**src/hw/phyx_defines.svh**
```systemverilog
// Offsets, field positions, reset values and timing counts of the extended register bank
`ifndef PHYX_DEFINES_SVH
`define PHYX_DEFINES_SVH
`define PHYX_OFF_QSTAT 5'h10
`define PHYX_OFF_FCAR 5'h14
`define PHYX_OFF_RXERR 5'h15
`define PHYX_OFF_CODING 5'h16
`define PHYX_OFF_REDIF 5'h17
`define PHYX_OFF_LEDOV 5'h18
`define PHYX_OFF_XCVR 5'h19
`define PHYX_CNT_MAX 8'hFF
`define PHYX_CODING_RST 16'h0100
`define PHYX_CODING_WMASK 16'h07A4
`define PHYX_REDIF_WMASK 16'h0033
`define PHYX_LEDOV_WMASK 16'h0036
`define PHYX_XCVR_WMASK 16'hCDA0
`define PHYX_ELAST_RST 2'h1
`define PHYX_B_TQ 10
`define PHYX_B_SDF 9
`define PHYX_B_SDO 8
`define PHYX_B_DESC 7
`define PHYX_B_F100 5
`define PHYX_B_NRZI 2
`define PHYX_B_RMII 5
`define PHYX_B_REV10 4
`define PHYX_B_OVF 3
`define PHYX_B_UNF 2
`define PHYX_B_DRVSPD 5
`define PHYX_B_DRVLNK 4
`define PHYX_B_SPDV 2
`define PHYX_B_LNKV 1
`define PHYX_B_MDIXEN 15
`define PHYX_B_FMDIX 14
`define PHYX_B_PRX 13
`define PHYX_B_PTX 12
`define PHYX_B_BFE 11
`define PHYX_B_PSR15 10
`define PHYX_B_BSTAT 9
`define PHYX_B_BSTART 8
`define PHYX_B_BPSTR 7
`define PHYX_B_LEDCFG 5
`define PHYX_DESC_SHORT_NS 722000
`define PHYX_DESC_LONG_NS 2000000
`define PHYX_CLK_NS 25
`define PHYX_STRETCH_CYC 16'h0FFF
`endif

```
**src/hw/phyx_pkg.sv**
```systemverilog
// Types shared by the extended register bank
package phyx_pkg;
	typedef enum logic [1:0] {
		PHYX_EB_14 = 2'h0,
		PHYX_EB_2 = 2'h1,
		PHYX_EB_6 = 2'h2,
		PHYX_EB_10 = 2'h3
	} phyx_elast_t;
	typedef enum logic [2:0] {
		PHYX_BI_IDLE = 3'h1,
		PHYX_BI_RUN = 3'h2,
		PHYX_BI_FAIL = 3'h4
	} phyx_bist_t;
endpackage : phyx_pkg

```
**src/hw/phyx_bank.sv**
```systemverilog
// Extended management register bank of the transceiver
// Summary of operation
// - Quick status mirrors jabber, read keeps it
// - Report negotiation complete and loopback enabled
// - Duplex bit, one is full duplex
// - Speed bit, one is 10 Mb/s
// - Quick status mirrors link, read keeps it
// - False carrier counter saturates, clears on read
// - Receive errors counted once per carrier, no collision
// - True quiet enable drives quiet transmit
// - Signal detect force and algorithm select
// - Descrambler timeout 722 us or 2 ms
// - Force good 100 link, NRZI bypass
// - RMII mode select, strap reset value
// - Revision select controls carrier toggle
// - Receive FIFO overflow and underflow status
// - Elasticity tolerance field, default 01
// - Indicator override drives stored values
// - Auto crossover enable and force cross
// - Pause results only for full duplex
// - Force error injects one error while self-test runs, self-clears
// - Self-test run, sequence select, pass flag
// - Stretch bypass makes indicators direct
// - Indicator config selects link or activity
`timescale 1ns/1ps
`include "phyx_defines.svh"
module phyx_bank #(
	parameter int DESC_SHORT_CYC = (`PHYX_DESC_SHORT_NS + `PHYX_CLK_NS - 1) / `PHYX_CLK_NS,
	parameter int DESC_LONG_CYC = (`PHYX_DESC_LONG_NS + `PHYX_CLK_NS - 1) / `PHYX_CLK_NS,
	parameter int STRETCH_CYC = `PHYX_STRETCH_CYC
) (
	input wire logic clock,
	input wire logic rst_n,
	input wire logic [4:0] reg_addr,
	input wire logic reg_wr,
	input wire logic reg_rd,
	input wire logic [15:0] reg_wdata,
	output logic [15:0] reg_rdata,
	input wire logic strap_rmii,
	input wire logic strap_auto_crossover_enable,
	input wire logic strap_led_cfg,
	input wire logic jabber_in,
	input wire logic an_complete_in,
	input wire logic an_enable_in,
	input wire logic loopback_in,
	input wire logic link_in,
	input wire logic full_duplex_in,
	input wire logic speed10_in,
	input wire logic mdix_swapped_in,
	input wire logic false_carrier_ev,
	input wire logic carrier_in,
	input wire logic invalid_symbol_in,
	input wire logic collision_in,
	input wire logic rx_fifo_ovf_in,
	input wire logic rx_fifo_unf_in,
	input wire logic [1:0] local_pause_in,
	input wire logic [1:0] partner_pause_in,
	input wire logic activity_in,
	input wire logic bist_error_in,
	input wire logic descrambler_activity_in,
	output logic true_quiet_enable,
	output logic signal_detect_force,
	output logic signal_detect_algorithm,
	output logic descrambler_timeout,
	output logic force_100_link,
	output logic nrzi_bypass,
	output logic rmii_mode,
	output logic old_revision_select,
	output logic [1:0] elasticity_tolerance,
	output logic auto_crossover_enable,
	output logic crossover_force,
	output logic selftest_run,
	output logic selftest_sequence_select,
	output logic selftest_inject_error,
	output logic rate_indicator_pin,
	output logic link_indicator_pin
);
	// Timer is 32 bits and the stretch counter 16 bits; refuse what they cannot hold
	if (DESC_SHORT_CYC < 1 || DESC_LONG_CYC <= DESC_SHORT_CYC || STRETCH_CYC < 1 ||
		STRETCH_CYC > 16'hFFFF) begin : g_bad_timing
		$error("phyx_bank: bad timing parameters");
	end

	logic rst_s1_r;
	logic rst_s2_r;
	always_ff @(posedge clock or negedge rst_n) begin
		if (!rst_n) begin
			rst_s1_r <= 1'b0;
			rst_s2_r <= 1'b0;
		end else begin
			rst_s1_r <= 1'b1;
			rst_s2_r <= rst_s1_r;
		end
	end
	wire rst_core_n = rst_s2_r;

	// Pins from the line side are synchronised; first stage feeds only the second
	localparam int NSYNC = 18;
	wire [NSYNC-1:0] pin_raw = {jabber_in, an_complete_in, an_enable_in, loopback_in, link_in,
		full_duplex_in, speed10_in, mdix_swapped_in, false_carrier_ev, carrier_in,
		invalid_symbol_in, collision_in, rx_fifo_ovf_in, rx_fifo_unf_in, activity_in,
		bist_error_in, strap_rmii, strap_auto_crossover_enable};
	logic [NSYNC-1:0] sync1_r;
	logic [NSYNC-1:0] sync2_r;
	logic strap_led_s1_r;
	logic strap_led_s2_r;
	// Reset from the pin, not the core copy, so straps are settled when captured
	always_ff @(posedge clock or negedge rst_n) begin
		if (!rst_n) begin
			sync1_r <= '0;
			sync2_r <= '0;
			strap_led_s1_r <= 1'b0;
			strap_led_s2_r <= 1'b0;
		end else begin
			sync1_r <= pin_raw;
			sync2_r <= sync1_r;
			strap_led_s1_r <= strap_led_cfg;
			strap_led_s2_r <= strap_led_s1_r;
		end
	end
	wire s_jab = sync2_r[17];
	wire s_anc = sync2_r[16];
	wire s_ane = sync2_r[15];
	wire s_lpb = sync2_r[14];
	wire s_lnk = sync2_r[13];
	wire s_fd = sync2_r[12];
	wire s_s10 = sync2_r[11];
	wire s_mdx = sync2_r[10];
	wire s_fc = sync2_r[9];
	wire s_crs = sync2_r[8];
	wire s_inv = sync2_r[7];
	wire s_col = sync2_r[6];
	wire s_ovf = sync2_r[5];
	wire s_unf = sync2_r[4];
	wire s_act = sync2_r[3];
	wire s_berr = sync2_r[2];
	wire s_srmii = sync2_r[1];
	wire s_smdix = sync2_r[0];

	// Counters stick at the top rather than wrap
	function automatic logic [7:0] sat_inc(input logic [7:0] v, input logic inc);
		sat_inc = (inc && v != `PHYX_CNT_MAX) ? v + 8'h01 : v;
	endfunction : sat_inc

	// Address decode
	wire sel_qs = reg_addr == `PHYX_OFF_QSTAT;
	wire sel_fc = reg_addr == `PHYX_OFF_FCAR;
	wire sel_re = reg_addr == `PHYX_OFF_RXERR;
	wire sel_cd = reg_addr == `PHYX_OFF_CODING;
	wire sel_rb = reg_addr == `PHYX_OFF_REDIF;
	wire sel_ld = reg_addr == `PHYX_OFF_LEDOV;
	wire sel_pc = reg_addr == `PHYX_OFF_XCVR;
	wire rd_fc = reg_rd && sel_fc;
	wire rd_re = reg_rd && sel_re;

	logic [15:0] coding_r;
	logic [15:0] redif_r;
	logic [15:0] ledov_r;
	logic [15:0] xcvr_r;
	logic [7:0] fc_cnt_r;
	logic [7:0] re_cnt_r;
	logic fc_prev_r;
	logic re_counted_r;
	logic strap_taken_r;

	wire fc_ev = s_fc && !fc_prev_r;
	wire re_ev = s_crs && s_inv && !s_col && !re_counted_r;
	// A read takes the old count; an event in that cycle starts the new one
	// event beside read survives
	wire [7:0] fc_nxt = rd_fc ? {7'h00, fc_ev} : sat_inc(fc_cnt_r, fc_ev);
	wire [7:0] re_nxt = rd_re ? {7'h00, re_ev} : sat_inc(re_cnt_r, re_ev);

	always_ff @(posedge clock or negedge rst_core_n) begin
		if (!rst_core_n) begin
			fc_cnt_r <= 8'h00;
			re_cnt_r <= 8'h00;
			fc_prev_r <= 1'b0;
			re_counted_r <= 1'b0;
		end else begin
			fc_cnt_r <= fc_nxt;
			re_cnt_r <= re_nxt;
			fc_prev_r <= s_fc;
			// Held until carrier drops, so a burst of bad symbols counts once
			re_counted_r <= s_crs && (re_counted_r || re_ev);
		end
	end

	// Self-test state
	// An error while running drops the pass flag until the next start
	phyx_pkg::phyx_bist_t bist_r;
	phyx_pkg::phyx_bist_t bist_nxt;
	wire bist_on = xcvr_r[`PHYX_B_BSTART];
	always_comb begin
		bist_nxt = bist_r;
		case (bist_r)
			phyx_pkg::PHYX_BI_IDLE: begin
				if (bist_on) begin
					bist_nxt = phyx_pkg::PHYX_BI_RUN;
				end
			end
			phyx_pkg::PHYX_BI_RUN: begin
				if (!bist_on) begin
					bist_nxt = phyx_pkg::PHYX_BI_IDLE;
				end else if (s_berr) begin
					bist_nxt = phyx_pkg::PHYX_BI_FAIL;
				end
			end
			phyx_pkg::PHYX_BI_FAIL: begin
				if (!bist_on) begin
					bist_nxt = phyx_pkg::PHYX_BI_IDLE;
				end
			end
			default: begin
				bist_nxt = phyx_pkg::PHYX_BI_IDLE;
			end
		endcase
	end
	wire bist_pass = bist_r == phyx_pkg::PHYX_BI_RUN;

	// Pause inputs share this clock, so they skip the synchronisers
	// pause resolution, full duplex only
	wire l_p = local_pause_in[0];
	wire l_a = local_pause_in[1];
	wire p_p = partner_pause_in[0];
	wire p_a = partner_pause_in[1];
	wire hcd_fd = s_anc && s_ane && s_fd && s_lnk;
	wire pause_tx = hcd_fd && ((l_p && p_p) || (!l_p && l_a && p_p && p_a));
	wire pause_rx = hcd_fd && ((l_p && p_p) || (l_p && l_a && !p_p && p_a));

	wire [15:0] w_cd = (coding_r & ~`PHYX_CODING_WMASK) | (reg_wdata & `PHYX_CODING_WMASK);
	wire [15:0] w_rb = (redif_r & ~`PHYX_REDIF_WMASK) | (reg_wdata & `PHYX_REDIF_WMASK);
	wire [15:0] w_ld = (ledov_r & ~`PHYX_LEDOV_WMASK) | (reg_wdata & `PHYX_LEDOV_WMASK);
	wire [15:0] w_pc = (xcvr_r & ~`PHYX_XCVR_WMASK) | (reg_wdata & `PHYX_XCVR_WMASK);

	always_ff @(posedge clock or negedge rst_core_n) begin
		if (!rst_core_n) begin
			coding_r <= `PHYX_CODING_RST;
			redif_r <= {14'h0000, `PHYX_ELAST_RST};
			ledov_r <= 16'h0000;
			xcvr_r <= 16'h0000;
			strap_taken_r <= 1'b0;
			bist_r <= phyx_pkg::PHYX_BI_IDLE;
		end else begin
			bist_r <= bist_nxt;
			// Straps are taken once; a write in that same cycle is lost
			if (!strap_taken_r) begin
				strap_taken_r <= 1'b1;
				redif_r[`PHYX_B_RMII] <= s_srmii;
				xcvr_r[`PHYX_B_MDIXEN] <= s_smdix;
				xcvr_r[`PHYX_B_LEDCFG] <= strap_led_s2_r;
			end else begin
				if (reg_wr && sel_cd) begin
					coding_r <= w_cd;
				end
				if (reg_wr && sel_rb) begin
					redif_r <= w_rb;
				end
				if (reg_wr && sel_ld) begin
					ledov_r <= w_ld;
				end
				if (reg_wr && sel_pc) begin
					xcvr_r <= w_pc;
				end else begin
					xcvr_r[`PHYX_B_BFE] <= 1'b0;
				end
			end
		end
	end

	// one pulse per write of one while self-test start is set
	assign selftest_inject_error = xcvr_r[`PHYX_B_BFE] && bist_on;
	assign selftest_run = bist_on;
	assign selftest_sequence_select = xcvr_r[`PHYX_B_PSR15];
	assign true_quiet_enable = coding_r[`PHYX_B_TQ];
	assign signal_detect_force = coding_r[`PHYX_B_SDF];
	assign signal_detect_algorithm = coding_r[`PHYX_B_SDO];
	assign force_100_link = coding_r[`PHYX_B_F100];
	assign nrzi_bypass = coding_r[`PHYX_B_NRZI];
	assign rmii_mode = redif_r[`PHYX_B_RMII];
	assign old_revision_select = redif_r[`PHYX_B_REV10];
	assign elasticity_tolerance = redif_r[1:0];
	assign auto_crossover_enable = xcvr_r[`PHYX_B_MDIXEN];
	assign crossover_force = xcvr_r[`PHYX_B_FMDIX];

	// descrambler lock watchdog; long timeout keeps lock on jumbo frames
	logic [31:0] desc_cnt_r;
	logic desc_to_r;
	wire [31:0] desc_lim = coding_r[`PHYX_B_DESC] ? DESC_LONG_CYC : DESC_SHORT_CYC;
	always_ff @(posedge clock or negedge rst_core_n) begin
		if (!rst_core_n) begin
			desc_cnt_r <= 32'h0000_0000;
			desc_to_r <= 1'b0;
		end else if (descrambler_activity_in) begin
			desc_cnt_r <= 32'h0000_0000;
			desc_to_r <= 1'b0;
		end else if (desc_cnt_r >= desc_lim - 32'h0000_0001) begin
			desc_to_r <= 1'b1;
		end else begin
			desc_cnt_r <= desc_cnt_r + 32'h0000_0001;
		end
	end
	assign descrambler_timeout = desc_to_r;

	// Indicator drive; stretching holds short activity pulses visible
	logic [15:0] stretch_r;
	logic rate_pin_r;
	logic link_pin_r;
	wire act_str = s_act || (stretch_r != 16'h0000);
	wire act_v = xcvr_r[`PHYX_B_BPSTR] ? s_act : act_str;
	// good link or blink on activity
	wire link_norm = xcvr_r[`PHYX_B_LEDCFG] ? s_lnk : (s_lnk && !act_v);
	wire rate_norm = s_lnk && !s_s10;
	wire link_drv = ledov_r[`PHYX_B_DRVLNK] ? ledov_r[`PHYX_B_LNKV] : link_norm;
	wire rate_drv = ledov_r[`PHYX_B_DRVSPD] ? ledov_r[`PHYX_B_SPDV] : rate_norm;
	always_ff @(posedge clock or negedge rst_core_n) begin
		if (!rst_core_n) begin
			stretch_r <= 16'h0000;
			rate_pin_r <= 1'b0;
			link_pin_r <= 1'b0;
		end else begin
			stretch_r <= s_act ? STRETCH_CYC[15:0] :
				(stretch_r != 16'h0000 ? stretch_r - 16'h0001 : 16'h0000);
			rate_pin_r <= rate_drv;
			link_pin_r <= link_drv;
		end
	end
	assign rate_indicator_pin = rate_pin_r;
	assign link_indicator_pin = link_pin_r;

	// Duplex and speed read zero while the mode is unresolved
	// duplex valid only with link and resolved mode
	wire mode_ok = s_lnk && (s_anc || !s_ane);
	// quick status word, reads clear nothing
	wire [15:0] qs_word = {1'b0, s_mdx, 8'h00, s_jab, s_anc, s_lpb,
		mode_ok && s_fd, mode_ok && s_s10, s_lnk};
	wire [15:0] rb_word = {10'h000, redif_r[5:4], s_ovf, s_unf, redif_r[1:0]};
	wire [15:0] pc_word = {xcvr_r[15:14], pause_rx, pause_tx, xcvr_r[11:10], bist_pass,
		xcvr_r[8:0]};
	// Unmapped addresses read zero
	// override register, not pin state
	wire [15:0] rd_mux = sel_qs ? qs_word :
		sel_fc ? {8'h00, fc_cnt_r} :
		sel_re ? {8'h00, re_cnt_r} :
		sel_cd ? coding_r :
		sel_rb ? rb_word :
		sel_ld ? ledov_r :
		sel_pc ? pc_word : 16'h0000;
	logic [15:0] rdata_r;
	always_ff @(posedge clock or negedge rst_core_n) begin
		if (!rst_core_n) begin
			rdata_r <= 16'h0000;
		end else if (reg_rd) begin
			rdata_r <= rd_mux;
		end
	end
	assign reg_rdata = rdata_r;
endmodule : phyx_bank

```
**config.mk**
```make
export PLATFORM = sky130hd
export DESIGN_NAME = phyx_bank
export DESIGN_NICKNAME = d
export VERILOG_FILES = /design/src/hw/phyx_pkg.sv /design/src/hw/phyx_bank.sv
export VERILOG_INCLUDE_DIRS = /design/src /design/src/hw
export SDC_FILE = /design/constraint.sdc
export NUM_CORES = 1
export LEC_CHECK = 0
export BUFFER_PORTS_ARGS = -buffer_cell sky130_fd_sc_hd__buf_2
export CAP_MARGIN = 30
export CORE_MARGIN = 2
export CORE_UTILIZATION = 54
export CTS_BUF_LIST = sky130_fd_sc_hd__clkbuf_4
export CTS_CLUSTER_SIZE = 16
export DETAILED_ROUTE_END_ITERATION = 10
export PLACE_DENSITY = 0.75
export SLEW_MARGIN = 20
export SYNTH_ARGS = -nofsm -noshare
export SYNTH_HDL_FRONTEND = slang
export SYNTH_SLANG_ARGS = --single-unit
```
**constraint.sdc**
```tcl
create_clock -name clock -period 3.3 [get_ports clock]
set_clock_uncertainty 0.05 [all_clocks]
set_input_delay 0.825 -clock clock [delete_from_list [all_inputs] [get_ports clock]]
set_output_delay 0.825 -clock clock [all_outputs]
set_load 0.05 [all_outputs]
```
==> results.toml, run 1 <==
[status]
status = "complete, no violations"

[global_routing]
use_met2 = 0.348
grt_max_degree = 73
grt_antenna_before_repair = 0
busiest_layer = "met2"
use_met3 = 0.0577
overflow = 0
grtUsageMet1 = 0.310
grt_pass1_wl_um = 22800
grt_use_total = 0.223
grt_pass1_vias = 4743

[clocking]
cts.sinks = 150
htree_levels = 4
cts_tree = "yes"
cts_resized = 0
worstSkewPairLatency_ns = 0.55
cts_setup_buffers = 0
clockRootBuffer = "clkbuf_4"
postCtsHoldBufs = 0
path_clk_slew_ns = 0.14
cts_max_path_buffers = 2
numCtsBuffers = 17

[placed_design]
dp_hpwl_um = 9550
place_congestion = 0.896
portBuffers = 77
dpl_worst_slack_ns = 0.651

[synth]
syn-instance-count = 599
async_reset_ff_frac = 1.00
synth_flop_cell = "dfrtp_1"
synth-seq-area-share = 0.572
syn_avg_cell_area_um2 = 11.0
syn_area_um2 = 6560
ys_ff_latch = 150
synth_edf_count = 0
ys_types = 62
ys.warnings.count = 0

[hold_path]
min_path_type = "in2async"

[timing]
hold_violations = 0
final.setup.tns_ns = 0
maxSlewHeadroom = 0.386
hold_ws_ns = 0.0882
period_share = 0.792
timing.final.crit_period_ns = 2.61
setup_ws_ns = 0.686
report.final.slew_viol_count = 0
worst_pin_slew_ns = 0.922
grt_setup_unrepaired = "false"
finalSetupViolCount = 0
max_freq_mhz = 383

[detailed_routing]
vias = 4762
antenna_left = 0
dr.pass1.iters = 5
drt-wirelength-per-cell_um = 16.3
viasPerCell = 5.70
drtIter0Drc = 386
drcViolationCount = 0
wirelength_um = 13600

[finish]
nets = 736
multi_input_area_um2 = 2620
n_fill_cell = 976
final_util = 0.619
ff_latch_area_um2 = 3760
area_delta_synth_final_pct = 12.8
antenna_cells = 0
drive_above_1_share = 0.221

[die]
pin_count = 82
rows = 40
die_w_um = 114
die-height_um = 114
die-area_um2 = 13100
core_um2 = 12000
start_util = 0.549

[critical_path]
path_class = "reg2reg"
cp_max_fo = 30
critPathRequiredTime_ns = 3.72
end_kind = "flop"
cp.arrival_ns = 3.04
start_kind = "flop"

[power_and_ir_drop]
power_density_nw_per_um2 = 534
irDropWorstVdd_uv = 452
power.leakage_uw = 0.00336

[flow_run]
cap_violations = 0
-- cells in the mapped netlist (15+ instances only) --
master	instances	share of area
dfrtp_1	147	0.56
nor2_1	48	0.027
nand2_1	42	0.024
a21oi_1	35	0.027
nor2b_1	24	0.023
mux2_2	23	0.039
nor3_1	18	0.014
clkbuf_1	17	0.0097
inv_1	17	0.0097
nand3_1	16	0.012
o21ai_0	16	0.012
xor2_1	15	0.020
-- through the flow --
step / total power (uW) / cells / instance area [um^2]
finish: 3960 / 836 / 7410
global route: 4150 / 836 / 7410
CTS: 3980 / 834 / 7360
detailed placement: 2820 / 802 / 7060
global placement: 2790 / 802 / 7060
floorplan: 2610 / 600 / 6570
-- final cells by class --
type / instances / share of cell area
inverter: 17 / 0.00861
clock buffer: 17 / 0.0172
multi-input combinational: 405 / 0.354
timing repair buffer: 85 / 0.0645
tap: 147 / 0.0248
clock inverter: 15 / 0.0228
sequential: 150 / 0.508
-- flip-flops by register name, indices dropped and copies added, names as in the netlist, 6 cells and up --
register	count
coding_r	6
desc_cnt_r	32
fc_cnt_r	8
re_cnt_r	8
reg_rdata	16
stretch_r	16
sync1_r	18
sync2_r	18
xcvr_r	7
-- report_power, final --
part | internal [uW] | switching [uW] | total [uW]
Sequential | 2010 | 197 | 2210
Clock | 467 | 699 | 1170
Combinational | 225 | 355 | 580
-- routing by layer --
layer / vias to the layer above / wire length, um
met5: - / 0
met4: 0 / 208
met3: 17 / 626
met2: 122 / 6610
met1: 2333 / 6190
li1: 2290 / -
-- critical path, stage by stage (launching register included) --
cell and delay, ns:
dfrtp_1 0.42, inv_1 0.15, ha_1 0.25, nor3_2 0.14, nand3_1 0.08, o311a_1 0.67
or4_1 0.61, a21oi_1 0.16
-- path summary, 6_finish.rpt --
check / endpoint / cells after the start / slack (ns) / start
worst max-delay path: desc_cnt_r[11]$_DFFE_PN0P_ / 7 / 0.69 / coding_r[7]$_DFFE_PN0P_
worst min-delay path: sync1_r[14]$_DFF_PN0_ / 1 / 0.09 / rst_n
worst max register to register: desc_cnt_r[11]$_DFFE_PN0P_ / 7 / 0.69 / coding_r[7]$_DFFE_PN0P_
worst min register to register: fc_cnt_r[1]$_DFFE_PN0P_ / 0 / 0.16 / rst_core_n$_DFF_PN0_
max in group asynchronous: desc_cnt_r[11]$_DFFE_PN0P_ / 2 / 2.11 / rst_core_n$_DFF_PN0_
min in group clock: sync2_r[11]$_DFF_PN0_ / 0 / 0.31 / sync1_r[11]$_DFF_PN0_
-- kinds of logic (layout without fill, tap and decap cells) --
| group | after synthesis | after routing | synth area share |
|---|---|---|---|
| simple gates | 227 | 227 | 0.188 |
| flops | 150 | 150 | 0.572 |
| compound gates | 111 | 111 | 0.107 |
| buf+inv | 45 | 134 | 0.0284 |
| mux | 30 | 30 | 0.0501 |
| xor+xnor | 24 | 24 | 0.0320 |
| fa+ha+maj | 11 | 11 | 0.0210 |
| other cells | 1 | 2 | 0.000571 |
-- layout by cell type, fill, tap and decap left out, types with 7 or more instances in the layout --
| master | instances |
|---|---|
| a21oi_1 | 35 |
| and3_1 | 10 |
| buf_2 | 77 |
| clkbuf_4 | 17 |
| dfrtp_1 | 146 |
| ha_1 | 11 |
| inv_1 | 17 |
| mux2_2 | 23 |
| mux2i_1 | 7 |
| nand2_1 | 42 |
| nand2b_1 | 9 |
| nand3_1 | 16 |
| nand4_1 | 11 |
| nor2_1 | 48 |
| nor2b_1 | 24 |
| nor3_1 | 18 |
| nor4_1 | 8 |
| o21ai_0 | 16 |
| o21bai_1 | 12 |
| o22ai_1 | 7 |
| o31ai_1 | 11 |
| or4_1 | 11 |
| xnor2_1 | 9 |
| xor2_1 | 15 |
No activity file was read; power rests on OpenSTA's default activity.
==> run 2, diff against run 1 <==
Settings changed: CORE_UTILIZATION 54 to 60, PLACE_DENSITY 0.75 to 0.79.
Clock period 3.3 ns to 2.5 ns, I/O delays scaled along.
==> results.toml, run 2 (same netlist as run 1, synthesis figures left out) <==
[global_routing]
grt_antenna_before_repair = 0
grt_pass1_wl_um = 22800
grt_use_total = 0.255
overflow = 0
grt_max_degree = 47
grt_pass1_vias = 4709

[detailed_routing]
drt-wirelength-per-cell_um = 16.3
vias = 4831
drcViolationCount = 0
dr.pass1.iters = 7
viasPerCell = 5.74
antenna_left = 0
wirelength_um = 13700
drtIter0Drc = 260

[finish]
area_delta_synth_final_pct = 13.0
n_fill_cell = 855
final_cell_mix = "146 x dfrtp_1, 77 x buf_2, 48 x nor2_1"
regMostFlops = "desc_cnt_r"
layout_commonest_cell = "dfrtp_1"
nets = 749
drive_above_1_share = 0.229
top_regs = "desc_cnt_r: 32 flops, sync1_r: 18 flops, sync2_r: 18 flops"
antenna_cells = 0
largest_reg_flops = 32
fin_cells = 842

[critical_path]
worstPathCellList = "inv_2 > ha_1 > nor3_2 > nand3_1 > o311a_1 > buf_4 > or4_1 > a21oi_1"
critPathRequiredTime_ns = 2.92
start_kind = "flop"
critPathSlowestCell = "or4_1"
cp_max_fo = 21
crit_family = "simple AND/OR/NAND/NOR gates"
cp.depth = 8
end_kind = "flop"
crit_buf_inv = 2
critPathMaxStageDelay_ns = 0.51
path_class = "reg2reg"
reg2regPathDepth = 8
cp.arrival_ns = 2.80

[placed_design]
dp_hpwl_um = 9950
dp_cells = 809
portBuffers = 77
place_congestion = 0.910

[die]
core_um2 = 10700
die_w_um = 109
die-area_um2 = 11800
pin_count = 82
die-height_um = 109
rows = 38
start_util = 0.611

[clocking]
worstSkewPairLatency_ns = 0.55
cts_max_path_buffers = 2
cts.sinks = 150
numCtsBuffers = 17
clockRootBuffer = "clkbuf_4"
cts_tree = "yes"
path_clk_slew_ns = 0.11
htree_levels = 4

[flow_run]
cap_violations = 0

[timing]
grt_setup_unrepaired = "false"
final.setup.tns_ns = 0
period_share = 0.954
timing.final.crit_period_ns = 2.38
hold_ws_ns = 0.121
finalSetupViolCount = 0
report.final.slew_viol_count = 0
max_freq_mhz = 419
worst_pin_slew_ns = 0.587
hold_violations = 0
maxSlewHeadroom = 0.603

[status]
status = "complete, no violations"

[hold_path]
hold_path_depth = 1
min_path_type = "in2reg"

[power_and_ir_drop]
power_density_nw_per_um2 = 671
irDropWorstVdd_uv = 480
power.leakage_uw = 0.00340
[run 2: layer usage]
layer  part of all wire  track usage
met2               0.46        0.386
met5                  0            0
met1               0.45        0.355
met4              0.017       0.0980
met3              0.066       0.0699
[run 2: final cells by class]
| class | instances | area (um^2) | share of cell area |
|---|---|---|---|
| Multi-Input combinational cell | 405 | 2620 | 0.354 |
| Clock buffer | 19 | 143 | 0.0192 |
| Inverter | 17 | 63.8 | 0.00861 |
| Clock inverter | 13 | 90.1 | 0.0121 |
| Tap cell | 140 | 175 | 0.0236 |
| Sequential cell | 150 | 3760 | 0.507 |
| Timing Repair Buffer | 98 | 558 | 0.0753 |
[run 2: repair_timing]
| item | CTS | global route |
|---|---|---|
| hold endpoints to repair | 1 | 0 |
| hold buffers | 1 | 0 |
| resized for setup | 0 | 1 |
| setup buffers | 0 | 0 |
| endpoints found under the setup margin | 0 | 8 |
[run 2: where the power goes]
group / switching, uW / leakage, uW / internal [uW]
Combinational: 467 / 0.00141 / 300
Clock: 793 / 0.000132 / 489
Sequential: 265 / 0.00186 / 2660
[run 2: worst paths after layout]
| kind | start | endpoint | slack (ns) |
|---|---|---|---|
| worst max-delay path | coding_r[7]$_DFFE_PN0P_ | desc_cnt_r[11]$_DFFE_PN0P_ | 0.12 |
| worst min-delay path | jabber_in | sync1_r[17]$_DFF_PN0_ | 0.12 |
| worst max register to register | coding_r[7]$_DFFE_PN0P_ | desc_cnt_r[11]$_DFFE_PN0P_ | 0.12 |
| worst min register to register | rst_core_n$_DFF_PN0_ | desc_cnt_r[19]$_DFFE_PN0P_ | 0.28 |
| max in group asynchronous | rst_n | sync2_r[10]$_DFF_PN0_ | 1.23 |
| min in group asynchronous | rst_core_n$_DFF_PN0_ | desc_cnt_r[19]$_DFFE_PN0P_ | 0.28 |
[run 2: per-stage QoR]
stage	instance area (um^2)	setup slack, ns	util	total power (uW)
after floorplan	6570	0.356	-	3450
after global placement	7170	0.149	0.667	3690
after detailed placement	7170	0.0776	0.667	3730
after CTS	7410	0.0480	0.690	5000
after global routing	7410	0.00556	0.690	5240
final	7410	0.115	0.690	4970
==> run 3, diff against run 2 <==
Settings changed: SETUP_SLACK_MARGIN from default to 0.4.
Clock period 2.5 ns to 2.4 ns, I/O delays scaled along.
==> results.toml, run 3 (same netlist as run 1, synthesis figures left out) <==
[status]
status = "complete, no violations"

[timing]
period_share = 0.984
final.setup.tns_ns = 0
timing.final.crit_period_ns = 2.36
worst_pin_slew_ns = 0.724
maxSlewHeadroom = 0.517
hold_violations = 0
grt_setup_unrepaired = "true"
finalSetupViolCount = 0
max_freq_mhz = 423
report.final.slew_viol_count = 0
hold_ws_ns = 0.0946

[finish]
n_fill_cell = 778
drive_above_1_share = 0.303
largest_reg_flops = 32
layout_commonest_cell = "dfrtp_1"
nets = 763
final_util = 0.741
top_regs = "desc_cnt_r: 32 flops, sync1_r: 18 flops, sync2_r: 18 flops"
regMostFlops = "desc_cnt_r"
final_cell_mix = "145 x dfrtp_1, 72 x buf_2, 44 x nor2_1"
area_delta_synth_final_pct = 21.3
antenna_cells = 0

[critical_path]
critPathSlowestCell = "or4_4"
end_kind = "flop"
start_kind = "flop"
worstPathCellList = "inv_4 > ha_4 > a21oi_4 > nor2_2 > o311a_4 > buf_16 > or4_4 > a21oi_2"
r2r-end = "desc_cnt_r[6]$_DFFE_PN0P_"
reg2regPathDepth = 8
critPathRequiredTime_ns = 2.81
rrSetupSlack_ns = 0.04
path_class = "reg2reg"
crit_buf_inv = 2
crit_family = "compound AO/OA/AOI/OAI gates"
critPathMaxStageDelay_ns = 0.48
cp.arrival_ns = 2.77
r2r-start = "coding_r[7]$_DFFE_PN0P_"
cp_max_fo = 6
startpoint = "coding_r[7]$_DFFE_PN0P_"

[flow_run]
cap_violations = 0

[detailed_routing]
drtIter0Drc = 365
dr.pass1.iters = 5
drt-wirelength-per-cell_um = 18.1
wirelength_um = 15500
antenna_left = 0
drcViolationCount = 0
vias = 5162
viasPerCell = 6.03

[power_and_ir_drop]
irDropWorstVdd_uv = 513
power.leakage_uw = 0.00353
power_uw = 5470
power_density_nw_per_um2 = 687

[die]
die_w_um = 109
die-height_um = 109
pin_count = 82
start_util = 0.611
core_um2 = 10700
rows = 38
die-area_um2 = 11800

[hold_path]
min_to = "sync1_r[8]$_DFF_PN0_"
min_path_type = "in2reg"
hp-start = "carrier_in"
hold_path_depth = 1

[clocking]
path_clk_slew_ns = 0.14
worstSkewPairLatency_ns = 0.55
cts.sinks = 150
cts_max_path_buffers = 2
htree_levels = 4
clockRootBuffer = "clkbuf_4"
cts_tree = "yes"
numCtsBuffers = 17

[global_routing]
grt_pass1_vias = 5037
overflow = 0
grt_max_degree = 48
grt_pass1_wl_um = 24100
grt_use_total = 0.271
grt_antenna_before_repair = 1

[placed_design]
place_congestion = 0.862
portBuffers = 77
dp_hpwl_um = 10200
[run 3: worst max-delay path by stage]
stage | end | slack, ns | cells after the start
after floorplan | desc_cnt_r[8]$_DFFE_PN0P_ | 0.31 | 8
after global placement | desc_cnt_r[5]$_DFFE_PN0P_ | 0.12 | 8
after detailed placement | desc_cnt_r[8]$_DFFE_PN0P_ | 0.09 | 8
after CTS | desc_cnt_r[13]$_DFFE_PN0P_ | 0.07 | 8
after global routing | desc_cnt_r[6]$_DFFE_PN0P_ | -0.02 | 8
final | desc_cnt_r[6]$_DFFE_PN0P_ | 0.04 | 8
[run 3: area by class of cell]
type / count / area (um^2) / share of cell area
clock buffer: 18 / 135 / 0.0170
timing repair buffer: 112 / 801 / 0.101
tap: 140 / 175 / 0.0220
sequential: 150 / 3760 / 0.473
clock inverter: 14 / 151 / 0.0190
inverter: 17 / 66.3 / 0.00833
multi-input combinational: 405 / 2870 / 0.361
[run 3: where the power goes]
group | internal [uW] | leakage [uW] | switching, uW
logic | 349 | 0.00153 | 517
registers | 2770 | 0.00185 | 280
clock network | 639 | 0.000144 | 916
[run 3: through the flow]
step | instance area (um^2) | std cells | setup slack [ns]
floorplan | 6630 | 600 | 0.313
detailed placement | 7210 | 806 | 0.0889
finish | 7960 | 856 | 0.0382
global route | 7960 | 856 | -0.0184
CTS | 7730 | 845 | 0.0674
global placement | 7210 | 806 | 0.123
[run 3: what timing repair did]
action	4_1_cts	5_1_grt
gates cloned	2	1
resized for setup	32	30
endpoints found under the hold margin	22	0
hold buffers	1	0
setup endpoints to repair	31	34
buffers inserted	4	10
pin swaps	24	14
[run 3: layer usage]
| layer | global-route usage | up-vias | part of all wire |
|---|---|---|---|
| li1 | - | 2354 | - |
| met1 | 0.343 | 2543 | 0.41 |
| met2 | 0.441 | 222 | 0.50 |
| met3 | 0.0802 | 41 | 0.067 |
| met4 | 0.103 | 2 | 0.025 |
| met5 | 0 | - | 0.00071 |
